## src/rtl/edp_pkg.sv

```systemverilog
// Constants, field layout and carrier types for the energy detect power control block.
// Assumes a serial management front end that presents 5-bit register addresses and 16-bit data.
// Behaviour
// - Energy detect mode runs only while control bit 15 is set; resets off.
// - With bit 14 set, power up once data events reach threshold bits 3:0.
// - With bit 13 set, power down when no energy is seen on the line.
// - Writing one to bit 12 toggles power state, ignoring thresholds; bit self-clears.
// - With bit 11 clear, send a burst of four data pulses per power up.
// - With bit 11 set, send a single data pulse per power up.
// - Bit 10 reads current power state; one is powered up.
// - Bit 9 sets when error threshold met, no action taken, clears on read.
// - Bit 8 sets when data events reach threshold, clears on read.
// - Bits 7:4 hold error threshold, read-write, reset 0001.
// - Bits 3:0 hold data threshold, read-write, reset 0001.
// - Both counters clear after about two seconds without a data event.
package edp_pkg;
   localparam logic [4:0] ADDR_CONTROL = 5'h1d;
   localparam int BIT_ENABLE = 15;
   localparam int BIT_AUTO_UP = 14;
   localparam int BIT_AUTO_DOWN = 13;
   localparam int BIT_MANUAL = 12;
   localparam int BIT_BURST_DIS = 11;
   localparam int BIT_POWER = 10;
   localparam int BIT_ERR_MET = 9;
   localparam int BIT_DATA_MET = 8;
   localparam int ERR_THR_LSB = 4;
   localparam int DATA_THR_LSB = 0;
   localparam int THR_W = 4;
   localparam logic [3:0] THR_RESET = 4'h1;
   localparam logic [2:0] BURST_PULSES = 3'h4;
   localparam logic [2:0] SINGLE_PULSES = 3'h1;
   localparam longint CLK_HZ = 100000000;
   localparam longint IDLE_TIMEOUT_S = 2;
   localparam longint IDLE_TIMEOUT_CYC = IDLE_TIMEOUT_S * CLK_HZ;
   localparam int PULSE_GAP_NS = 1000;
   localparam int PULSE_GAP_CYC = (PULSE_GAP_NS + 9) / 10;

   typedef struct packed {
      logic enable;
      logic auto_up;
      logic auto_down;
      logic burst_disable;
      logic [3:0] error_event_threshold;
      logic [3:0] data_event_threshold;
   } edp_cfg_t;

   typedef struct packed {
      logic wr;
      logic rd;
      logic [4:0] addr;
      logic [15:0] wdata;
   } edp_req_t;
endpackage

```

## src/rtl/edp_counter.sv

```systemverilog
// Saturating event counter with threshold compare and idle clear.
// Assumes events are single-cycle pulses in the clk domain.
`timescale 1ns/1ps
module edp_counter #(
   parameter int W = 4
) (
   input wire logic clk, // System clock
   input wire logic resetn, // Synchronous reset, active low
   input wire logic event_in, // One-cycle event
   input wire logic clear, // Restart count
   input wire logic [W-1:0] threshold, // Compare level
   output logic met // Count at or above threshold and above zero
);
   typedef struct packed {
      logic [W-1:0] count;
   } edp_cnt_state_t;
   edp_cnt_state_t state, next_state;

   always_comb begin
      next_state = state;
      if (clear) begin
         next_state.count = '0;
      end else if (event_in && state.count != {W{1'b1}}) begin
         next_state.count = state.count + 1'b1;
      end
   end

   always_ff @(posedge clk) begin
      if (!resetn) begin
         state <= '0;
      end else begin
         state <= next_state;
      end
   end

   assign met = (state.count >= threshold) && (threshold != '0 || state.count != '0);
endmodule

```

## src/rtl/edp_pulser.sv

```systemverilog
// Emits energy detect data pulses spaced by a gap, on request.
// Assumes start is a one-cycle pulse; a start while busy is ignored.
`timescale 1ns/1ps
module edp_pulser #(
   parameter int GAP = edp_pkg::PULSE_GAP_CYC
) (
   input wire logic clk, // System clock
   input wire logic resetn, // Synchronous reset, active low
   input wire logic start, // Begin a pulse sequence
   input wire logic [2:0] pulses, // Number of pulses to send
   output logic pulse // One-cycle line pulse request
);
   typedef struct packed {
      logic [2:0] left;
      logic [15:0] gap;
      logic pulse;
   } edp_pul_state_t;
   edp_pul_state_t state, next_state;

   always_comb begin
      next_state = state;
      next_state.pulse = 1'b0;
      if (state.left == 3'h0) begin
         if (start) begin
            next_state.left = pulses;
            next_state.gap = '0;
         end
      end else if (state.gap != 16'h0) begin
         next_state.gap = state.gap - 16'h1;
      end else begin
         next_state.pulse = 1'b1;
         next_state.left = state.left - 3'h1;
         next_state.gap = 16'(GAP);
      end
   end

   always_ff @(posedge clk) begin
      if (!resetn) begin
         state <= '0;
      end else begin
         state <= next_state;
      end
   end

   assign pulse = state.pulse;
endmodule

```

## src/rtl/edp_power_control.sv

```systemverilog
// Energy detect power control: control register, event counting and power state.
// Assumes the management front end gives one-cycle read and write strobes
// and that energy and event inputs come from the analog receiver, unsynchronised.
`timescale 1ns/1ps
module edp_power_control #(
   parameter longint IDLE_CYCLES = edp_pkg::IDLE_TIMEOUT_CYC
) (
   input wire logic clk, // System clock, 100 MHz
   input wire logic resetn, // Synchronous reset, active low
   input wire edp_pkg::edp_req_t req, // Management register request
   output logic [15:0] rdata, // Read data, valid cycle after rd
   output logic rvalid, // Read data strobe
   input wire logic energy_present, // Line energy level, async
   input wire logic data_event, // Data event level, async
   input wire logic error_event, // Error event level, async
   output logic line_power_state, // Line circuitry powered up
   output logic power_up_start, // Pulse: begin power up sequence
   output logic power_down_start, // Pulse: begin power down sequence
   output logic detect_pulse // Pulse: send one energy detect data pulse
);
   // ==========================================================
   // State
   // ==========================================================
   typedef struct packed {
      logic [1:0] energy_sync;
      logic [2:0] data_sync;
      logic [2:0] error_sync;
      edp_pkg::edp_cfg_t cfg;
      logic manual_pending;
      logic power;
      logic err_met;
      logic data_met;
      logic [31:0] idle;
      logic [15:0] rdata;
      logic rvalid;
      logic up_pulse;
      logic down_pulse;
   } edp_state_t;
   edp_state_t state, next_state;

   logic data_rise, error_rise, energy_now, idle_clear;
   logic data_hit, error_hit, is_ctrl, do_up, do_down, burst_pulse;
   logic [15:0] ctrl_view;

   // Second flop of the data and error synchronisers feeds edge detection, the first never does
   assign energy_now = state.energy_sync[1];
   assign data_rise = state.data_sync[1] & ~state.data_sync[2];
   assign error_rise = state.error_sync[1] & ~state.error_sync[2];
   assign idle_clear = (state.idle >= 32'(IDLE_CYCLES - 1)) | ~state.cfg.enable;
   assign is_ctrl = req.addr == edp_pkg::ADDR_CONTROL;

   edp_counter #(.W(edp_pkg::THR_W)) u_data_cnt (
      .clk(clk),
      .resetn(resetn),
      .event_in(data_rise & state.cfg.enable),
      .clear(idle_clear),
      .threshold(state.cfg.data_event_threshold),
      .met(data_hit)
   );

   edp_counter #(.W(edp_pkg::THR_W)) u_err_cnt (
      .clk(clk),
      .resetn(resetn),
      .event_in(error_rise & state.cfg.enable),
      .clear(idle_clear),
      .threshold(state.cfg.error_event_threshold),
      .met(error_hit)
   );

   // Pulse count chosen from burst-disable at the moment of power up
   edp_pulser u_pulser (
      .clk(clk),
      .resetn(resetn),
      .start(state.up_pulse),
      .pulses(state.cfg.burst_disable ? edp_pkg::SINGLE_PULSES : edp_pkg::BURST_PULSES),
      .pulse(burst_pulse)
   );

   always_comb begin
      ctrl_view = '0;
      ctrl_view[edp_pkg::BIT_ENABLE] = state.cfg.enable;
      ctrl_view[edp_pkg::BIT_AUTO_UP] = state.cfg.auto_up;
      ctrl_view[edp_pkg::BIT_AUTO_DOWN] = state.cfg.auto_down;
      ctrl_view[edp_pkg::BIT_MANUAL] = state.manual_pending;
      ctrl_view[edp_pkg::BIT_BURST_DIS] = state.cfg.burst_disable;
      ctrl_view[edp_pkg::BIT_POWER] = state.power;
      ctrl_view[edp_pkg::BIT_ERR_MET] = state.err_met;
      ctrl_view[edp_pkg::BIT_DATA_MET] = state.data_met;
      ctrl_view[edp_pkg::ERR_THR_LSB +: edp_pkg::THR_W] = state.cfg.error_event_threshold;
      ctrl_view[edp_pkg::DATA_THR_LSB +: edp_pkg::THR_W] = state.cfg.data_event_threshold;
   end

   // ==========================================================
   // Power decisions
   // ==========================================================
   // Manual toggle overrides automatic action in the same cycle
   always_comb begin
      do_up = 1'b0;
      do_down = 1'b0;
      if (state.cfg.enable) begin
         if (state.manual_pending) begin
            do_up = ~state.power;
            do_down = state.power;
         end else if (!state.power) begin
            do_up = state.cfg.auto_up & data_hit;
         end else begin
            do_down = state.cfg.auto_down & ~energy_now;
         end
      end
   end

   always_comb begin
      next_state = state;
      next_state.energy_sync = {state.energy_sync[0], energy_present};
      next_state.data_sync = {state.data_sync[1:0], data_event};
      next_state.error_sync = {state.error_sync[1:0], error_event};
      next_state.rvalid = 1'b0;
      next_state.up_pulse = do_up;
      next_state.down_pulse = do_down;

      // Idle timer restarts on every data event
      if (data_rise || idle_clear) begin
         next_state.idle = '0;
      end else begin
         next_state.idle = state.idle + 32'h1;
      end

      if (do_up) begin
         next_state.power = 1'b1;
      end else if (do_down) begin
         next_state.power = 1'b0;
      end
      // Manual bit clears once acted on, or at once when mode is off
      if (state.manual_pending) begin
         next_state.manual_pending = 1'b0;
      end

      // Reads clear the met flags, but a set in the same cycle wins
      if (req.rd && is_ctrl) begin
         next_state.rdata = ctrl_view;
         next_state.rvalid = 1'b1;
         next_state.err_met = 1'b0;
         next_state.data_met = 1'b0;
      end else if (req.rd) begin
         next_state.rdata = '0;
         next_state.rvalid = 1'b1;
      end
      if (state.cfg.enable && error_hit) begin
         next_state.err_met = 1'b1;
      end
      if (state.cfg.enable && data_hit) begin
         next_state.data_met = 1'b1;
      end

      if (req.wr && is_ctrl) begin
         next_state.cfg.enable = req.wdata[edp_pkg::BIT_ENABLE];
         next_state.cfg.auto_up = req.wdata[edp_pkg::BIT_AUTO_UP];
         next_state.cfg.auto_down = req.wdata[edp_pkg::BIT_AUTO_DOWN];
         next_state.cfg.burst_disable = req.wdata[edp_pkg::BIT_BURST_DIS];
         next_state.cfg.error_event_threshold = req.wdata[edp_pkg::ERR_THR_LSB +: edp_pkg::THR_W];
         next_state.cfg.data_event_threshold = req.wdata[edp_pkg::DATA_THR_LSB +: edp_pkg::THR_W];
         if (req.wdata[edp_pkg::BIT_MANUAL]) begin
            next_state.manual_pending = 1'b1;
         end
      end
   end

   always_ff @(posedge clk) begin
      if (!resetn) begin
         state <= '0;
         state.cfg.auto_up <= 1'b1;
         state.cfg.auto_down <= 1'b1;
         state.cfg.error_event_threshold <= edp_pkg::THR_RESET;
         state.cfg.data_event_threshold <= edp_pkg::THR_RESET;
      end else begin
         state <= next_state;
      end
   end

   // Pulse output is registered inside the pulser
   assign rdata = state.rdata;
   assign rvalid = state.rvalid;
   assign line_power_state = state.power;
   assign power_up_start = state.up_pulse;
   assign power_down_start = state.down_pulse;
   assign detect_pulse = burst_pulse;
endmodule

```

## config.mk

```make
export PLATFORM = sky130hd
export DESIGN_NAME = edp_power_control
export DESIGN_NICKNAME = d
export VERILOG_FILES = /design/src/rtl/edp_pkg.sv /design/src/rtl/edp_counter.sv /design/src/rtl/edp_pulser.sv /design/src/rtl/edp_power_control.sv
export SDC_FILE = /design/constraint.sdc
export NUM_CORES = 1
export LEC_CHECK = 0
export BUFFER_PORTS_ARGS = -buffer_cell sky130_fd_sc_hd__buf_2
export CORE_ASPECT_RATIO = 0.75
export CORE_MARGIN = 3
export CORE_UTILIZATION = 30
export CTS_BUF_LIST = sky130_fd_sc_hd__clkbuf_8
export DETAILED_ROUTE_END_ITERATION = 12
export GPL_ROUTABILITY_DRIVEN = 1
export PLACE_DENSITY = 0.52
export SKIP_CTS_REPAIR_TIMING = 1
export SKIP_LAST_GASP = 1
export SLEW_MARGIN = 0
export SYNTH_ARGS = -nofsm -noshare
export SYNTH_HDL_FRONTEND = slang
export SYNTH_SLANG_ARGS = --single-unit
```

## constraint.sdc

```tcl
create_clock -name clk -period 6.2 [get_ports clk]
set_input_delay 1.86 -clock clk [delete_from_list [all_inputs] [get_ports clk]]
set_output_delay 1.86 -clock clk [all_outputs]
set_load 0.02 [all_outputs]
```

==> run summary, run 1 <==
• reg-to-reg critical path startpoint: u_pulser.state[1]
• register area share after synthesis: 45.6%
• Hold Fails Final Rpt: 0
• relative contribution of combinational cells to total power: 23.6%
• max-slew violation count: 0
• clock-pin slew of the registers on the worst-case setup and hold paths: 0.10 ns
• vias in the first global route: 3433
• total standard cell area after synthesis: 0.00453 mm²
• Critical path buffers and inverters: 3
• relative max-transition margin: 46.7%
• Detailed Route Iter0 Violations: 181
• crit-path leading delay family: buffers and inverters
• Post-Syn Instances: 517
• count of state elements after synthesis: 103
• synth top area cells: dfxtp_1, nor2_1, nand3_1
• synthesis-to-layout area growth: 11.4%
• Seq pwr share: 48.4%
• TritonCTS Buffers: 9
• Crit-path slowest cell: or3_1
• wire length of the first global-routing pass: 16500 µm
• setup TNS: 0 ns
• Clk Tree Root Cell: clkbuf_8
• Critical Path End Type: flip-flop
• number of warnings issued by yosys: 0
• most frequent cell after synthesis: dfxtp_1
• CP Cell Sequence: buf_2, inv_1, buf_4, or3_1, o311ai_0
• vertical die dimension: 112 µm
• clock tree from TritonCTS: yes
• layout net count: 589
• initial cell density of the core: 31.0%
• Leak Pwr: 1.86 nW
• Rows: 38
• number of fill cells in the layout: 1550
• data arrival time of the worst path: 3.71 ns
• total DRC errors in the routed layout: 0
• total power density per cell area: 303 mW/mm²
• first drt pass iteration count: 4
• number of instances in the placed design: 735
• logic depth of the worst register-to-register path: 7
• R2R Path End: u_pulser.state[12]
• Async S/R FF share, synth: 0%
• data required time at the worst endpoint: 6.45 ns
• flop-to-flop setup slack: 3.74 ns
• Max Cap Viol: 0
• Pwr Total: 1.53 mW
• worst hold path cell count: 1
• total global routing track utilization: 12.0%
• Top Ports: 49
• share of Yosys cell area claimed by the top area cell type: 45.6%
• unrepaired setup endpoints after global routing: no
• start point of the worst min-delay path: next_state[68]
• number of antenna cells inserted: 0
• share of layout cells above drive strength 1: 13.1%
• number of distinct library cell variants in the gate-level netlist after synthesis: 54
• end point of the most critical hold path: next_state[69]
• Yosys top cell by area: dfxtp_1
• sum of routed wire length over all layers: 9600 µm
• number of buffers inserted by port buffering: 45
• Die Area: 0.0166 mm²
• CTS sink cnt: 103
• clock network latency to the later pin of the worst-skew pair: 0.37 ns
• HPWL reported at the end of detailed placement: 6890 µm
• status: complete, no violations
• clock share of power: 28.0%
• Final Wtd Congestion: 0.771
• Peak supply drop: 0.146 mV
• classification of the worst setup path: in2reg
• Final period util: 55.9%
• type of the tightest min-delay check: reg2reg
• core outline area: 0.0146 mm²
• Finish-stage setup viols: 0
• Sw Ratio: 32.3%
• die span in x: 148 µm
• number of antenna violations at the first check in global routing: 0
• worst-case hold slack: 0.440 ns
• wire per inst: 12.8 µm
• worst-case clock buffer depth: 2
• Clock Skews: 0.0140 ns
• CTS H-Tree Depth: 3
• Worst Setup Start Kind: primary input
• largest fanout of any net on the critical path: 27
• via-per-instance ratio: 4.68
• cell types with the highest counts after synthesis: dfxtp_1, nor2_1, nand3_1
• internal power: 1.04 mW
• total via count in the routed design: 3518
• post-route ant nets: 0
• measured slew at the worst slew-check pin: 0.796 ns
• Overflow after GRT: 0
• non-filler cells in the finished layout: 751
• leading register cell type out of synthesis: dfxtp_1
• longest individual stage delay on the worst path: 0.51 ns
• number of enable-type register cells in the synthesized netlist: 0
• average size of a mapped cell: 8.76 µm²
• minimum clock period: 3.46 ns
• maximum number of pins on one net before global-route repair: 29
• highest clock rate: 289 MHz
• net switching power of the design: 495 µW
## power groups by stage
stage / clock network (mW) / logic, mW / registers [mW]
finish: 0.429 / 0.362 / 0.740
global route: 0.474 / 0.410 / 0.748
CTS: 0.448 / 0.360 / 0.739
detailed placement: 0 / 0.359 / 0.754
global placement: 0 / 0.354 / 0.752
floorplan: 0 / 0.289 / 0.748
## state kept, by name, summed over array words and instances (netlist names)
name              flops
state                34
u_pulser.pulse        1
ctrl_view            15
power_up_start        1
u_data_cnt.state      4
power_down_start      1
next_state            5
energy_now            1
rdata                16
line_power_state      1
u_pulser.state       19
u_err_cnt.state       4
rvalid                1
## worst max-delay path by stage
stage / start / end / depth (start not counted)
after CTS: resetn / u_pulser.state[9] / 5
after detailed placement: resetn / u_pulser.state[9] / 5
final: resetn / u_pulser.state[9] / 5
after global routing: resetn / u_pulser.state[9] / 5
after global placement: resetn / u_pulser.state[9] / 5
after floorplan: resetn / state[33] / 7
## layout make-up
type                    count  area [µm²]  area share (%)
clock inverters             7        78.8            1.56
flip-flops and latches    103        2060            40.9
inverters                  23        86.3            1.71
multi-input cells         361        2200            43.5
well taps                 200         250            4.96
clock buffers               9         124            2.46
repair buffers             48         248            4.91
## worst register-to-register path, cell delays in order, from the launching register on
cell and delay, ns:
dfxtp_1 0.37, inv_1 0.08, ha_1 0.20, or4b_4 0.53, nor4_4 0.54, or3_1 0.37
o21ai_2 0.10, a21o_1 0.18
## stage by stage
step,setup WS [ns],util (%),cell area (µm²)
global placement,2.37,33.2,4840
detailed placement,2.35,33.2,4840
global route,2.60,34.6,5040
CTS,2.73,34.6,5040
floorplan,3.03,-,4540
finish,2.74,34.6,5040
## metal layers
layer | up-vias | part of all wire (%) | global-route usage, %
met4 | 0 | 1.1 | 3.02
met5 | - | 0 | 0
met1 | 1630 | 52 | 16.6
met2 | 45 | 43 | 18.6
met3 | 9 | 3.9 | 3.67
li1 | 1834 | - | -
## placed cells by master (no fill, tap or decap), types with 12 or more instances in the layout
cell type  Yosys  routed
a21oi_1       23      23
a22o_1        12      12
buf_2          2      45
dfxtp_1      103     103
ha_1          15      15
inv_1         23      23
nand2_1       36      36
nand3_1       38      38
nor2_1        74      74
nor3_1        21      21
xnor2_1       21      21
## logic make-up (layout without fill, tap and decap cells)
family,after synthesis,count (layout),synth area share (%)
and+or+nand+nor,234,234,25.9
muxes,5,5,1.11
buffers and inverters,56,87,6.19
AOI/OAI and AO/OA,71,71,10.9
other,1,4,0.0828
adders and majority gates,15,15,4.15
DFF,103,103,45.6
xor gates and xnor gates,32,32,6.19
(Power assumes the default switching activity.)
==> run 2, diff against run 1 <==
==> constraint.sdc (replaced) <==
create_clock -name clk -period 3.45 [get_ports clk]
set_input_delay 1.035 -clock clk [delete_from_list [all_inputs] [get_ports clk]]
set_output_delay 1.035 -clock clk [all_outputs]
set_load 0.02 [all_outputs]
==> run 2 against run 1 <==
Against the previous run: cell area is 0.30% higher; flip-flop and latch count stayed put; clock skew is 0.0022 ns higher; worst setup slack worse by 1.8 ns; via count is 2.0% higher; clock power is 87% higher; combinational power is 78% higher; total power is 81% higher; critical path type is now reg2reg; highest routed layer unchanged.
==> run summary, run 2 (synthesized netlist as in run 1, its figures left out) <==
• data required time at the worst endpoint: 3.66 ns
• core outline area: 0.0146 mm²
• Clock Skews: 0.0162 ns
• post-route ant nets: 0
• register ranked first by flip-flop count: state
• status: complete, no violations
• Final period util: 72.5%
• total power density per cell area: 548 mW/mm²
• share of layout cells above drive strength 1: 13.2%
• sum of routed wire length over all layers: 9630 µm
• maximum number of pins on one net before global-route repair: 29
• number of buffers inserted by port buffering: 45
• commonest cells after routing, fill and taps aside: dfxtp_1, nor2_1, buf_2, nand3_1, nand2_1
• setup TNS: 0 ns
• Die Area: 0.0166 mm²
• number of fill cells in the layout: 1506
• HPWL reported at the end of detailed placement: 7030 µm
• highest clock rate: 400 MHz
• via-per-instance ratio: 4.77
• Max Cap Viol: 0
• Leak Pwr: 1.87 nW
• total global routing track utilization: 11.9%
• vertical die dimension: 112 µm
• total via count in the routed design: 3588
• Top Ports: 49
• unrepaired setup endpoints after global routing: no
• number of antenna violations at the first check in global routing: 0
• initial cell density of the core: 31.0%
• Largest register FFs: 34
• clock-pin slew of the registers on the worst-case setup and hold paths: 0.10 ns
• first drt pass iteration count: 4
• vias in the first global route: 3268
• TritonCTS Buffers: 9
• die span in x: 148 µm
• Detailed Route Iter0 Violations: 250
• pre-CTS setup slack: 0.604 ns
• synthesis-to-layout area growth: 11.8%
• Final Wtd Congestion: 0.807
• non-filler cells in the finished layout: 752
• number of antenna cells inserted: 0
• Critical Path End Type: flip-flop
• data arrival time of the worst path: 2.71 ns
• final critical-path setup slack: 0.947 ns
• layout net count: 590
• wire per inst: 12.8 µm
• CTS sink cnt: 103
• Worst Setup Start Kind: flip-flop
• max-slew violation count: 0
• minimum clock period: 2.50 ns
• relative max-transition margin: 17.9%
• total DRC errors in the routed layout: 0
• Finish-stage setup viols: 0
• Overflow after GRT: 0
• Clk Tree Root Cell: clkbuf_8
• wire length of the first global-routing pass: 16200 µm
• most common cell after layout, fill and taps aside: dfxtp_1
• clock tree from TritonCTS: yes
• Hold Fails Final Rpt: 0
• largest fanout of any net on the critical path: 28
• classification of the worst setup path: reg2reg
• fin util: 34.7%
• number of instances in the placed design: 736
• measured slew at the worst slew-check pin: 1.23 ns
• Peak supply drop: 0.225 mV
• worst-case clock buffer depth: 2
• CTS H-Tree Depth: 3
• Rows: 38
• clock network latency to the later pin of the worst-skew pair: 0.38 ns
• type of the tightest min-delay check: reg2reg
## run 2: changes by cell type in the layout (fill, tap and decap cells not counted)
cell        before  now
clkinv_2         1    0
buf_4            3    4
inv_8            1    2
clkinv_4         0    1
clkinvlp_4       2    1
## run 2: critical path, cell delays in order, from the launching register on
cell	delay, ns
dfxtp_1	0.39
ha_1	0.21
nand3_1	0.23
nor2_1	0.25
a211oi_1	0.16
o221ai_2	0.97
nor2_1	0.12
## run 2: worst paths after layout
| path | slack (ns) | cells after the start | startpoint | end |
|---|---|---|---|---|
| worst max-delay path | 0.95 | 6 | state[19] | state[43] |
| worst min-delay path | 0.44 | 1 | next_state[74] | energy_now |
| worst max register to register | 0.95 | 6 | state[19] | state[43] |
| worst min register to register | 0.44 | 1 | next_state[74] | energy_now |
## run 2: final cells by class
cell class | count | area, µm² | share of cell area (%)
Clock buffer | 9 | 124 | 2.45
Clock inverter | 7 | 86.3 | 1.71
Inverter | 23 | 86.3 | 1.71
Multi-Input combinational cell | 361 | 2200 | 43.4
Sequential cell | 103 | 2060 | 40.8
Tap cell | 200 | 250 | 4.95
Timing Repair Buffer | 49 | 255 | 5.04
## run 2: routing by layer
| layer | wire [µm] | vias up | global-route usage (%) |
|---|---|---|---|
| li1 | - | 1839 | - |
| met1 | 4930 | 1681 | 16.7 |
| met2 | 4140 | 62 | 17.7 |
| met3 | 466 | 6 | 3.95 |
| met4 | 93 | 0 | 2.77 |
| met5 | 0 | - | 0 |
## run 2: power by group
part           total [mW]  internal (mW)  switching [mW]  leakage [nW]
registers            1.33           1.26          0.0708         0.835
clock network       0.801          0.352           0.449         0.104
logic               0.644          0.259           0.385         0.932
## run 2: metrics by stage
stage | instance area, µm² | total power, mW | hold slack, ns
after floorplan | 4540 | 1.86 | 0.412
after global placement | 4850 | 1.99 | 0.417
after CTS | 5060 | 2.81 | 0.445
final | 5060 | 2.77 | 0.443
after global routing | 5060 | 2.94 | 0.469
after detailed placement | 4850 | 2.00 | 0.419
==> run 3, diff against run 2 <==
--- a/config.mk
+++ b/config.mk
@@ -5,6 +5,7 @@
 export SDC_FILE = /design/constraint.sdc
 export NUM_CORES = 1
 export LEC_CHECK = 0
+export ABC_AREA = 1
 export BUFFER_PORTS_ARGS = -buffer_cell sky130_fd_sc_hd__buf_2
 export CORE_ASPECT_RATIO = 0.75
 export CORE_MARGIN = 3
==> constraint.sdc (replaced) <==
create_clock -name clk -period 2.4 [get_ports clk]
set_input_delay 0.72 -clock clk [delete_from_list [all_inputs] [get_ports clk]]
set_output_delay 0.72 -clock clk [all_outputs]
set_load 0.02 [all_outputs]
==> run 3 against run 2 <==
Against the previous run: via count is 15% higher; core utilization down 0.40 points; clock power rose by 41%; sequential share of layout area down 3.5 points; synthesized cell count up 34%; clock skew about the same; cell area up 9.5%; routed wire length rose by 12%; sequential power up 47%; first-iteration DRC count grew 5.6%; critical path depth rose by 1.
==> run summary, run 3 <==
• vertical die dimension: 118 µm
• first drt pass iteration count: 5
• total power density per cell area: 870 mW/mm²
• leading register cell type out of synthesis: dfxtp_1
• wire length of the first global-routing pass: 18800 µm
• Overflow after GRT: 0
• Finish-stage setup viols: 0
• minimum clock period: 1.87 ns
• post-route ant nets: 0
• Detailed Route Iter0 Violations: 264
• CTS H-Tree Depth: 3
• Max Cap Viol: 0
• Leak Pwr: 2.32 nW
• share of layout cells above drive strength 1: 11.4%
• initial cell density of the core: 30.9%
• wire per inst: 11.5 µm
• Worst path depth: 7
• number of instances in the placed design: 922
• maximum number of pins on one net before global-route repair: 46
• Rows: 40
• reg-to-reg critical path startpoint: u_pulser.state[17]
• count of state elements after synthesis: 103
• Clk Tree Root Cell: clkbuf_8
• number of distinct library cell variants in the gate-level netlist after synthesis: 36
• crit-path leading delay family: simple AND/OR/NAND/NOR gates
• TritonCTS Buffers: 9
• register ranked first by flip-flop count: state
• cell types with the highest counts after synthesis: nand2_1, nor2_1, dfxtp_1
• worst-case clock buffer depth: 2
• end point of the most critical hold path: next_state[72]
• number of antenna cells inserted: 0
• Final period util: 78.0%
• flop-to-flop setup slack: 0.53 ns
• highest clock rate: 534 MHz
• clock network latency to the later pin of the worst-skew pair: 0.38 ns
• synth top area cells: dfxtp_1, nand2_1, nor2_1
• number of buffers inserted by port buffering: 45
• unrepaired setup endpoints after global routing: no
• synthesis-to-layout area growth: 10.8%
• start point of the worst min-delay path: next_state[71]
• number of antenna violations at the first check in global routing: 0
• non-filler cells in the finished layout: 938
• sum of routed wire length over all layers: 10800 µm
• logic depth of the worst register-to-register path: 7
• clock tree from TritonCTS: yes
• max-slew violation count: 0
• total global routing track utilization: 12.4%
• setup TNS: 0 ns
• via-per-instance ratio: 4.40
• share of Yosys cell area claimed by the top area cell type: 41.2%
• R2R Path End: u_pulser.state[6]
• Clock Skews: 0.0166 ns
• Post-Syn Instances: 691
• total standard cell area after synthesis: 0.00500 mm²
• most common cell after layout, fill and taps aside: nand2_1
• CTS sink cnt: 103
• Crit-path slowest cell: or2_2
• critical path startpoint: u_pulser.state[17]
• total via count in the routed design: 4129
• Die Area: 0.0183 mm²
• average size of a mapped cell: 7.24 µm²
• total DRC errors in the routed layout: 0
• HPWL reported at the end of detailed placement: 7930 µm
• Pwr Total: 4.82 mW
• number of enable-type register cells in the synthesized netlist: 0
• layout net count: 766
• register area share after synthesis: 41.2%
• longest individual stage delay on the worst path: 0.38 ns
• worst hold path cell count: 2
• most frequent cell after synthesis: nand2_1
• cell repeated most along the worst path: inv_2
• Peak supply drop: 0.459 mV
• type of the tightest min-delay check: reg2reg
• commonest cells after routing, fill and taps aside: nand2_1, nor2_1, dfxtp_1, inv_1, nand3_1
• data required time at the worst endpoint: 2.70 ns
• CP Cell Sequence: nor2_1, ha_1, inv_2, or2_2, inv_2, a21oi_1, o21ai_0
• Largest register FFs: 34
• Worst Setup Start Kind: flip-flop
• relative max-transition margin: 65.6%
• Final Wtd Congestion: 0.853
• largest fanout of any net on the critical path: 9
• classification of the worst setup path: reg2reg
• clock-pin slew of the registers on the worst-case setup and hold paths: 0.12 ns
• vias in the first global route: 3759
• measured slew at the worst slew-check pin: 0.515 ns
• Hold Fails Final Rpt: 0
• Critical path buffers and inverters: 2
• number of warnings issued by yosys: 0
• Critical Path End Type: flip-flop
• data arrival time of the worst path: 2.17 ns
• core outline area: 0.0162 mm²
• status: complete, no violations
• die span in x: 155 µm
• Async S/R FF share, synth: 0%
• Top Ports: 49
• Yosys top cell by area: dfxtp_1
-- run 3: changes by cell type after synthesis, moves of 11 or more --
cell,change
a22o_1,-12
xnor2_1,-11
inv_1,+67
nor2_1,+31
nand2_1,+108
o21ai_0,+17
-- run 3: cells by family after synthesis --
group,count (synthesis),synth area share [%]
flops,103,41.2
simple gates,340,29.7
buf+inv,126,11.2
mux,1,0.225
xor+xnor,31,5.43
compound gates,74,8.41
other cells,1,0.0750
fa+ha+maj,15,3.75
-- run 3: per-layer routing --
metal | vias up | GRT usage [%] | wire, µm
li1 | 2242 | - | -
met1 | 1779 | 19.5 | 6030
met2 | 100 | 16.6 | 4090
met3 | 8 | 3.05 | 599
met4 | 0 | 2.98 | 99
met5 | - | 0 | 0
-- run 3: worst max-delay path by stage --
stage                    endpoint
5_1_grt        u_pulser.state[15]
4_1_cts         u_pulser.state[6]
2_1_floorplan            rdata[7]
6_report        u_pulser.state[6]
3_3_place_gp         ctrl_view[2]
3_5_place_dp             rdata[2]
-- run 3: power breakdown --
part / total [mW] / switching (mW) / leakage [nW] / internal, mW
Clock: 1.13 / 0.706 / 0.105 / 0.423
Sequential: 1.95 / 0.107 / 0.834 / 1.84
Combinational: 1.74 / 1.15 / 1.38 / 0.585
-- run 3: worst reg2reg max path: cells and delay by family (launching register included) --
| family | cells | cell delay [ns] |
|---|---|---|
| simple gates | 2 | 0.53 |
| flops | 1 | 0.35 |
| compound gates | 2 | 0.22 |
| fa+ha+maj | 1 | 0.34 |
| buf+inv | 2 | 0.34 |
-- run 3: metrics by stage --
| stage | utilization, % | area, µm² | worst slack [ns] | hold slack [ns] |
|---|---|---|---|---|
| after floorplan | - | 5010 | 0.675 | 0.390 |
| after global placement | 33.0 | 5330 | 0.362 | 0.401 |
| after detailed placement | 33.0 | 5330 | 0.372 | 0.397 |
| after CTS | 34.3 | 5540 | 0.502 | 0.424 |
| after global routing | 34.3 | 5540 | 0.361 | 0.430 |
| final | 34.3 | 5540 | 0.527 | 0.424 |
-- run 3: final cells by class --
cell class,instances,area [µm²]
Clock buffer,9,124
Clock inverter,7,83.8
Fill cell,1755,10600
Inverter,94,353
Multi-Input combinational cell,465,2390
Sequential cell,103,2060
Tap cell,210,263
Timing Repair Buffer,50,263
